## src/light_idle_consts.svh

```systemverilog
// Offsets, field positions and reset values of the light idle controller.
// Assumes a 4-bit byte address on the register bus, 32-bit words.
`ifndef LIGHT_IDLE_CONSTS_SVH
`define LIGHT_IDLE_CONSTS_SVH

// Register byte offsets
`define OFS_MODE        4'h0
`define OFS_CTRL        4'h4
`define OFS_CLKSEL      4'h8
`define OFS_STATUS      4'hc

// power_save_mode_reg fields
`define MODE_SEL_LO     0
`define MODE_SEL_HI     1
`define MODE_RST        2'h0
`define MODE_LIGHT_IDLE 2'h0

// power_save_control_reg fields
`define CTRL_TRIGGER    0
`define CTRL_PIN_MASK   4
`define CTRL_WDT_MASK   5
`define CTRL_INT_MASK   6
`define CTRL_RST        3'h0

// Clock selection register fields
`define CS_ITIM_LSB     0
`define CS_WDT_LSB      2
`define CS_WATCH_DIV    4
`define CS_SUB_USED     5
`define CS_CSI_LSB      8
`define CS_UART0_EXT    13
`define CS_RST          14'h0000

// Count clock source codes
`define SRC_MAIN        2'h0
`define SRC_OSC_DIV8    2'h1
`define SRC_SUBCLOCK    2'h2

// Status register fields
`define ST_STATE_LSB    0
`define ST_CAUSE_PIN    4
`define ST_CAUSE_WDT    5
`define ST_CAUSE_INT    6
`define ST_REFUSED      7

`define CSI_CHANNELS    5
`define PRIO_W          3

`endif

```

## src/light_idle_pkg.sv

```systemverilog
// Types shared by the light idle controller files.
// Constants live in light_idle_consts.svh.
package light_idle_pkg;

  typedef enum logic [2:0] {
    st_run  = 3'b001,
    st_idle = 3'b010,
    st_wake = 3'b100
  } idle_state_t;

  typedef logic [1:0] clk_src_t;

endpackage

```

## src/wake_decide.sv

```systemverilog
// Wake-up decision for the light idle controller.
// Purely combinational; the caller samples the outputs on its own clock.
`timescale 1ns/10ps
`default_nettype none
`include "light_idle_consts.svh"

module wake_decide (
  // Request sources
  input  wire logic                 nmi_pin_in,
  input  wire logic                 nmi_wdt_in,
  input  wire logic                 mask_req_in,
  input  wire logic [`PRIO_W-1:0]   mask_prio_in,
  // Wake masks
  input  wire logic                 pin_mask_in,
  input  wire logic                 wdt_mask_in,
  input  wire logic                 int_mask_in,
  // CPU state
  input  wire logic                 ie_in,
  input  wire logic                 in_service_in,
  input  wire logic [`PRIO_W-1:0]   service_prio_in,
  // Decision
  output logic                      wake_out,
  output logic                      nmi_wake_out,
  output logic                      take_nmi_out,
  output logic                      take_mask_out,
  output logic                      resume_out
);

  wire logic pin_ok;
  wire logic wdt_ok;
  wire logic int_ok;
  wire logic outranks;

  assign pin_ok = nmi_pin_in & ~pin_mask_in;
  assign wdt_ok = nmi_wdt_in & ~wdt_mask_in;
  assign int_ok = mask_req_in & ~int_mask_in;

  assign nmi_wake_out = pin_ok | wdt_ok;
  assign wake_out     = nmi_wake_out | int_ok;

  // Lower code is higher priority; equal level cannot nest
  assign outranks = ~in_service_in | (mask_prio_in < service_prio_in);

  assign take_nmi_out  = nmi_wake_out;
  assign take_mask_out = ~nmi_wake_out & int_ok & ie_in & outranks;
  assign resume_out    = ~nmi_wake_out & int_ok & ~(ie_in & outranks);

endmodule
`default_nettype wire

```

## src/light_idle_standby_control.sv

```systemverilog
// Light idle standby controller: entry, wake-up and peripheral gating.
// Assumes an Avalon-MM master on clk_in and request lines from the CPU.
//
// Behaviour
// - Pending unmasked request refuses idle entry
// - Any unmasked request ends idle, any priority
// - Waking non-maskable request accepted at once
// - Interrupts disabled: request pends, code resumes
// - Higher handler in service: pend, resume
// - Lower handler in service: accept request
// - Masked requests never end idle
// - CPU, DMA, timers, CRC, controller stop
// - Interval, watchdog timers run on osc/8, subclock
// - Watch timer: subclock or divided main
// - Clocked serial runs on external clock only
// - Other serial stops; uart0 external excepted
// - ADC frozen, result kept
// - DAC frozen, output kept
// - Realtime output stops, pins held
// - Ports and CPU registers held
`timescale 1ns/10ps
`default_nettype none
`include "light_idle_consts.svh"

module light_idle_standby_control (
  // Clock and reset
  input  wire logic                      clk_in,
  input  wire logic                      srst_in,
  // Avalon-MM slave
  input  wire logic [3:0]                avs_address_in,
  input  wire logic                      avs_read_in,
  input  wire logic                      avs_write_in,
  input  wire logic [31:0]               avs_writedata_in,
  output logic      [31:0]               avs_readdata_out,
  output logic                           avs_waitrequest_out,
  // Wake sources
  input  wire logic                      nmi_pin_in,
  input  wire logic                      nmi_wdt_in,
  input  wire logic                      mask_req_in,
  input  wire logic [`PRIO_W-1:0]        mask_prio_in,
  // CPU state
  input  wire logic                      interrupts_enabled_in,
  input  wire logic                      in_service_in,
  input  wire logic [`PRIO_W-1:0]        service_prio_in,
  // Wake actions, one-cycle pulses
  output logic                           accept_nmi_out,
  output logic                           accept_mask_out,
  output logic                           resume_out,
  // Mode and clock gating
  output logic                           light_idle_mode_out,
  output logic                           cpu_clk_en_out,
  output logic                           dma_clk_en_out,
  output logic                           timer_clk_en_out,
  output logic                           crc_clk_en_out,
  output logic                           intc_clk_en_out,
  output logic                           interval_timer_clk_en_out,
  output logic                           wdt_clk_en_out,
  output logic                           watch_clk_en_out,
  output logic [`CSI_CHANNELS-1:0]       csi_clk_en_out,
  output logic                           uart0_clk_en_out,
  output logic                           uart_other_clk_en_out,
  output logic                           i2c_clk_en_out,
  output logic                           adc_freeze_out,
  output logic                           dac_freeze_out,
  output logic                           realtime_output_freeze_out,
  output logic                           state_hold_out
);

  light_idle_pkg::idle_state_t state_reg;
  light_idle_pkg::idle_state_t state_next;

  logic [1:0]  mode_reg;
  logic [2:0]  mask_reg;
  logic [13:0] clksel_reg;
  logic [2:0]  cause_reg;
  logic        refused_reg;
  logic        ack_reg;
  logic        pin_meta_reg;
  logic        pin_sync_reg;
  logic        take_nmi_reg;
  logic        take_mask_reg;
  logic        resume_reg;
  logic [31:0] rdata_reg;

  wire logic        req;
  wire logic        wr_fire;
  wire logic        wr_ctrl;
  wire logic        enter_req;
  wire logic        in_idle;
  wire logic        wake;
  wire logic        nmi_wake;
  wire logic        take_nmi;
  wire logic        take_mask;
  wire logic        resume;
  wire logic        sub_used;
  wire logic [31:0] rdata_next;

  // Chooses whether a timer counts while idle
  function automatic logic src_runs(input light_idle_pkg::clk_src_t src,
                                    input logic sub);
    src_runs = (src == `SRC_OSC_DIV8) | (sub & (src == `SRC_SUBCLOCK));
  endfunction

  // Pin request crosses two flops before use
  always_ff @(posedge clk_in) begin
    if (srst_in) begin
      pin_meta_reg <= 1'b0;
      pin_sync_reg <= 1'b0;
    end else begin
      pin_meta_reg <= nmi_pin_in;
      pin_sync_reg <= pin_meta_reg;
    end
  end

  wake_decide u_decide (
    .nmi_pin_in      (pin_sync_reg),
    .nmi_wdt_in      (nmi_wdt_in),
    .mask_req_in     (mask_req_in),
    .mask_prio_in    (mask_prio_in),
    .pin_mask_in     (mask_reg[0]),
    .wdt_mask_in     (mask_reg[1]),
    .int_mask_in     (mask_reg[2]),
    .ie_in           (interrupts_enabled_in),
    .in_service_in   (in_service_in),
    .service_prio_in (service_prio_in),
    .wake_out        (wake),
    .nmi_wake_out    (nmi_wake),
    .take_nmi_out    (take_nmi),
    .take_mask_out   (take_mask),
    .resume_out      (resume)
  );

  // Bus: one wait cycle, answer on the second edge
  assign req                 = avs_read_in | avs_write_in;
  assign avs_waitrequest_out = req & ~ack_reg;
  assign wr_fire             = avs_write_in & ack_reg;
  assign wr_ctrl             = wr_fire & (avs_address_in == `OFS_CTRL);

  assign enter_req = wr_ctrl & avs_writedata_in[`CTRL_TRIGGER]
                   & (mode_reg == `MODE_LIGHT_IDLE)
                   & (state_reg == light_idle_pkg::st_run);

  assign in_idle = (state_reg == light_idle_pkg::st_idle);

  always_comb begin
    state_next = state_reg;
    unique case (state_reg)
      light_idle_pkg::st_run: begin
        if (enter_req & ~wake) begin
          state_next = light_idle_pkg::st_idle;
        end
      end
      light_idle_pkg::st_idle: begin
        if (wake) begin
          state_next = light_idle_pkg::st_wake;
        end
      end
      light_idle_pkg::st_wake: begin
        state_next = light_idle_pkg::st_run;
      end
      default: begin
        state_next = light_idle_pkg::st_run;
      end
    endcase
  end

  always_ff @(posedge clk_in) begin
    if (srst_in) begin
      state_reg <= light_idle_pkg::st_run;
    end else begin
      state_reg <= state_next;
    end
  end

  // Wake actions latched on the idle exit edge
  always_ff @(posedge clk_in) begin
    if (srst_in) begin
      take_nmi_reg  <= 1'b0;
      take_mask_reg <= 1'b0;
      resume_reg    <= 1'b0;
    end else begin
      take_nmi_reg  <= in_idle & wake & take_nmi;
      take_mask_reg <= in_idle & wake & take_mask;
      resume_reg    <= in_idle & wake & resume;
    end
  end

  assign accept_nmi_out  = take_nmi_reg;
  assign accept_mask_out = take_mask_reg;
  assign resume_out      = resume_reg;

  // Registers; trigger bit is not stored and reads as zero
  always_ff @(posedge clk_in) begin
    if (srst_in) begin
      mode_reg   <= `MODE_RST;
      mask_reg   <= `CTRL_RST;
      clksel_reg <= `CS_RST;
    end else if (wr_fire) begin
      if (avs_address_in == `OFS_MODE) begin
        mode_reg <= avs_writedata_in[`MODE_SEL_HI:`MODE_SEL_LO];
      end
      if (wr_ctrl) begin
        mask_reg <= avs_writedata_in[`CTRL_INT_MASK:`CTRL_PIN_MASK];
      end
      if (avs_address_in == `OFS_CLKSEL) begin
        clksel_reg <= avs_writedata_in[13:0];
      end
    end
  end

  // Cause and refusal flags for software
  always_ff @(posedge clk_in) begin
    if (srst_in) begin
      cause_reg   <= 3'h0;
      refused_reg <= 1'b0;
    end else begin
      if (in_idle & wake) begin
        cause_reg <= {mask_req_in & ~mask_reg[2],
                      nmi_wdt_in & ~mask_reg[1],
                      pin_sync_reg & ~mask_reg[0]};
      end
      if (enter_req) begin
        refused_reg <= wake;
      end
    end
  end

  assign rdata_next =
    (avs_address_in == `OFS_MODE)   ? {30'h0, mode_reg} :
    (avs_address_in == `OFS_CTRL)   ? {25'h0, mask_reg, 4'h0} :
    (avs_address_in == `OFS_CLKSEL) ? {18'h0, clksel_reg} :
    (avs_address_in == `OFS_STATUS) ? {24'h0, refused_reg, cause_reg,
                                       1'b0, state_reg} :
                                      32'h0;

  always_ff @(posedge clk_in) begin
    if (srst_in) begin
      ack_reg   <= 1'b0;
      rdata_reg <= 32'h0;
    end else begin
      ack_reg   <= req & ~ack_reg;
      rdata_reg <= rdata_next;
    end
  end

  assign avs_readdata_out = rdata_reg;

  assign sub_used = clksel_reg[`CS_SUB_USED];

  assign light_idle_mode_out = in_idle;
  assign cpu_clk_en_out      = ~in_idle;
  assign dma_clk_en_out      = ~in_idle;
  assign timer_clk_en_out    = ~in_idle;
  assign crc_clk_en_out      = ~in_idle;
  assign intc_clk_en_out     = ~in_idle;

  assign interval_timer_clk_en_out = ~in_idle
    | src_runs(clksel_reg[`CS_ITIM_LSB+1:`CS_ITIM_LSB], sub_used);
  assign wdt_clk_en_out = ~in_idle
    | src_runs(clksel_reg[`CS_WDT_LSB+1:`CS_WDT_LSB], sub_used);

  assign watch_clk_en_out = ~in_idle | sub_used
                          | clksel_reg[`CS_WATCH_DIV];

  assign csi_clk_en_out = {`CSI_CHANNELS{~in_idle}}
    | clksel_reg[`CS_CSI_LSB+`CSI_CHANNELS-1:`CS_CSI_LSB];

  assign uart0_clk_en_out      = ~in_idle | clksel_reg[`CS_UART0_EXT];
  assign uart_other_clk_en_out = ~in_idle;
  assign i2c_clk_en_out        = ~in_idle;

  assign adc_freeze_out = in_idle;
  assign dac_freeze_out = in_idle;
  assign realtime_output_freeze_out = in_idle;
  assign state_hold_out = in_idle;
endmodule
`default_nettype wire

```

## config.mk

```make
export PLATFORM = sky130hd
export DESIGN_NAME = light_idle_standby_control
export DESIGN_NICKNAME = d
export VERILOG_FILES = /design/src/light_idle_pkg.sv /design/src/wake_decide.sv /design/src/light_idle_standby_control.sv
export VERILOG_INCLUDE_DIRS = /design/src
export SDC_FILE = /design/constraint.sdc
export NUM_CORES = 1
export LEC_CHECK = 0
export ABC_AREA = 1
export BUFFER_PORTS_ARGS = -buffer_cell sky130_fd_sc_hd__buf_4
export CAP_MARGIN = 20
export CORE_MARGIN = 2
export CORE_UTILIZATION = 45
export DETAILED_ROUTE_END_ITERATION = 6
export PLACE_DENSITY_LB_ADDON = 0.08
export RECOVER_POWER = 50
export SLEW_MARGIN = 20
export SYNTH_ARGS = -nofsm -noshare
export SYNTH_HDL_FRONTEND = slang
export SYNTH_SLANG_ARGS = --single-unit
```

## constraint.sdc

```tcl
create_clock -name clk_in -period 1.3 [get_ports clk_in]
set_input_delay 0.065 -clock clk_in [delete_from_list [all_inputs] [get_ports clk_in]]
set_output_delay 0.065 -clock clk_in [all_outputs]
set_load 0.005 [all_outputs]
```

==> results.cfg <==
[logic_synthesis]
yosys-top-cells-area = dfxtp_1 (44%), buf_4 (10%), nor2_1 (8.8%)
yosysSeqAreaShare_pct = 43.97
synth_top_cell_by_area = dfxtp_1
ys_types = 28
ys_ff_latch = 46
syn_area_mm2 = 0.002095
syn_inst = 279
postSynthAreaPerCell_um2 = 7.507
yosys_warnings = 0
yosysTopAreaCellShare_pct = 43.97

[power]
p_sw_uw = 656.1
swShare_pct = 23.34
p_leak_nw = 1.330
powerDensity_mw_per_mm2 = 953.2
p_clk_share_pct = 37.8
ir_worst_vdd_mv = 0.5868
seqPwrFrac_pct = 51.3
internal-power_mw = 2.155
total_power_mw = 2.811
power.share.combinational_pct = 10.9

[cts]
clock_sinks = 46
cts_buffer_depth = 2
cts_max_level = 2
cts_buffers = 5
cts_tree = yes
clkTransAtPathRegs_ns = 0.09
clkLatencyLatePin_ns = 0.30
root_buffer = clkbuf_8

[setup_path]
critical_path.top_delay_family = buffers and inverters
cp.required_ns = 1.24
ff2ff_path_depth = 7
endpoint = watch_clk_en_out
worst-path-stages = 6
cp.arrival_ns = 1.42
crit_buf_inv = 4
path_max_fanout = 7
crit_path_start_kind = flop
r2r_slack_ns = 0
cpMaxStageDelayCell = dfxtp_2
crit_chain = inv_2 -> nor3_4 -> buf_6 -> buf_12 -> nand3_4 -> buf_6
reg2reg_from = state_reg[1]$_SDFFE_PP0P_
crit_top_cell = buf_6
critPathCaptureType = output port
r2r-end = cause_reg[0]$_SDFFE_PP0P_
startpoint = state_reg[1]$_SDFFE_PP0P_
path_class = reg -> out
critPathMaxStageDelay_ns = 0.35

[die]
core_mm2 = 0.004414
dieArea_mm2 = 0.005216
chipWidth_um = 72.23
fp-row-count = 24
die_h_um = 72.23
io_pins = 108
start_util_pct = 47.45

[worst_hold_path]
hp-start = avs_writedata_in[13]
hold_path_class = in -> reg

[cells_and_area]
fillers = 397
drive_gt1_share_pct = 31.06
finalInstanceArea_mm2 = 0.002949
seq_area_um2 = 923.4
final_common_cell = buf_4
antenna_cells = 0
final_cell_mix = buf_4 (53), nor2_1 (49), dfxtp_1 (44)
multi_input_area_um2 = 893.4
finalNonFillerCells = 419
num-nets-final = 419
utilization_pct = 66.81
syn_to_final_growth_pct = 40.80

[drt]
detail-route-antenna-nets = 0
vias_per_cell = 4.704
wl_per_cell_um = 12.14
vias = 1971
dr.pass1.iters = 4
drt-total-wl_mm = 5.085
drc = 0
drtIter0Drc = 105

[sta]
finalMaxSlewViolations = 0
setup_viol = 22
whs_ns = -0.0009182
min_period_over_period_pct = 114.2
grt_setup_unrepaired = true
max_freq_mhz = 673.4
fin_skew_ns = 0.005313
period_needed_ns = 1.485
layout_setup_ws_ns = -0.1850
hold_viol = 1

[placement]
numPortBuffers = 71
dp_hpwl_mm = 3.562
pre_cts_ws_ns = 0.1669
dp_cells = 394
post_dp_cell_area_mm2 = 0.002577
gp_congestion = 0.9150

[global_route]
grt_use_total_pct = 19.09
grt_max_degree = 16
overflow = 0
antenna_found_initial = 0
grt_pass1_vias = 1709
grt_pass1_wl_mm = 7.624

[job]
maxCapViolations = 0

[status]
status = finished, violations left
failed_checks = negative hold slack, negative setup slack
## Yosys cell counts
library cell  instances
nor2_1               49
dfxtp_1              46
nand2_1              45
inv_1                32
buf_4                29
o21ai_0              18
a21oi_1              17
nand3_1               6
nand4_1               5
o211ai_1              4
buf_6                 3
o21ai_1               3
a31oi_1               2
ha_1                  2
inv_2                 2
nor2_2                2
nor2_4                2
nor3_1                2
a21boi_0              1
buf_1                 1
clkbuf_1              1
clkbuf_4              1
conb_1                1
nand3_2               1
nand3_4               1
nor2b_1               1
nor3_2                1
o31ai_1               1
## worst reg2reg max path: stages, from the launching register on
cell       delay, ns
dfxtp_2         0.35
inv_2           0.06
nor3_4          0.22
buf_6           0.16
clkbuf_16       0.15
buf_6           0.10
nand3_1         0.06
a21oi_1         0.13
## per-layer routing
layer | share of wire (%) | wire, µm | track usage, %
met1 | 44 | 2259 | 25.52
met2 | 47 | 2401 | 29.56
met3 | 6.7 | 340 | 4.722
met4 | 1.6 | 82 | 7.757
met5 | 0 | 0 | 0
## power by group through the flow
stage / Sequential [mW] / Combinational (mW) / Clock (mW)
floorplan: 1.47 / 0.173 / 0
global placement: 1.47 / 0.267 / 0
detailed placement: 1.47 / 0.269 / 0
CTS: 1.44 / 0.299 / 1.07
global route: 1.44 / 0.343 / 1.13
finish: 1.44 / 0.306 / 1.06
## stage by stage
| stage | hold WS (ns) | TNS (ns) |
|---|---|---|
| final | -0.0009182 | -2.971 |
| after global routing | 0.01535 | -3.585 |
| after CTS | 0.001160 | -0.6134 |
| after detailed placement | 0.2802 | 0 |
| after global placement | 0.2653 | 0 |
| after floorplan | 0.1435 | 0 |
## area by class of cell
type | count | share of cell area (%)
Sequential cell | 46 | 31.31
Tap cell | 52 | 2.206
Multi-Input combinational cell | 181 | 30.29
Inverter | 34 | 4.328
Clock inverter | 2 | 1.273
Timing Repair Buffer | 98 | 28.13
Clock buffer | 6 | 2.461
## worst min path at each step
| stage | end | slack [ns] | cells past startpoint |
|---|---|---|---|
| global placement | pin_meta_reg$_SDFF_PP0_ | 0.27 | 3 |
| global route | clksel_reg[0]$_SDFFE_PP0P_ | 0.02 | 3 |
| CTS | clksel_reg[9]$_SDFFE_PP0P_ | 0.001 | 3 |
| detailed placement | pin_meta_reg$_SDFF_PP0_ | 0.28 | 3 |
| floorplan | accept_nmi_out$_SDFF_PP0_ | 0.14 | 1 |
| finish | clksel_reg[13]$_SDFFE_PP0P_ | -0.0009 | 3 |
## what timing repair did
item	in CTS	in global routing
setup buffers	3	2
pin swaps	0	3
endpoints found under the hold margin	9	1
resized for setup	7	27
setup endpoints to repair	21	24
hold buffers	9	1
gates cloned	0	2
## kinds of logic (layout without fill, tap and decap cells)
family	Yosys count	count (layout)	share of synthesized area, %
buffers and inverters	69	140	18.82
other	1	18	0.1790
and+or+nand+nor	115	115	24.01
adders and majority gates	2	2	1.195
DFF	46	46	43.97
AOI/OAI and AO/OA	46	46	11.83
No activity file was read; power rests on OpenSTA's default activity.
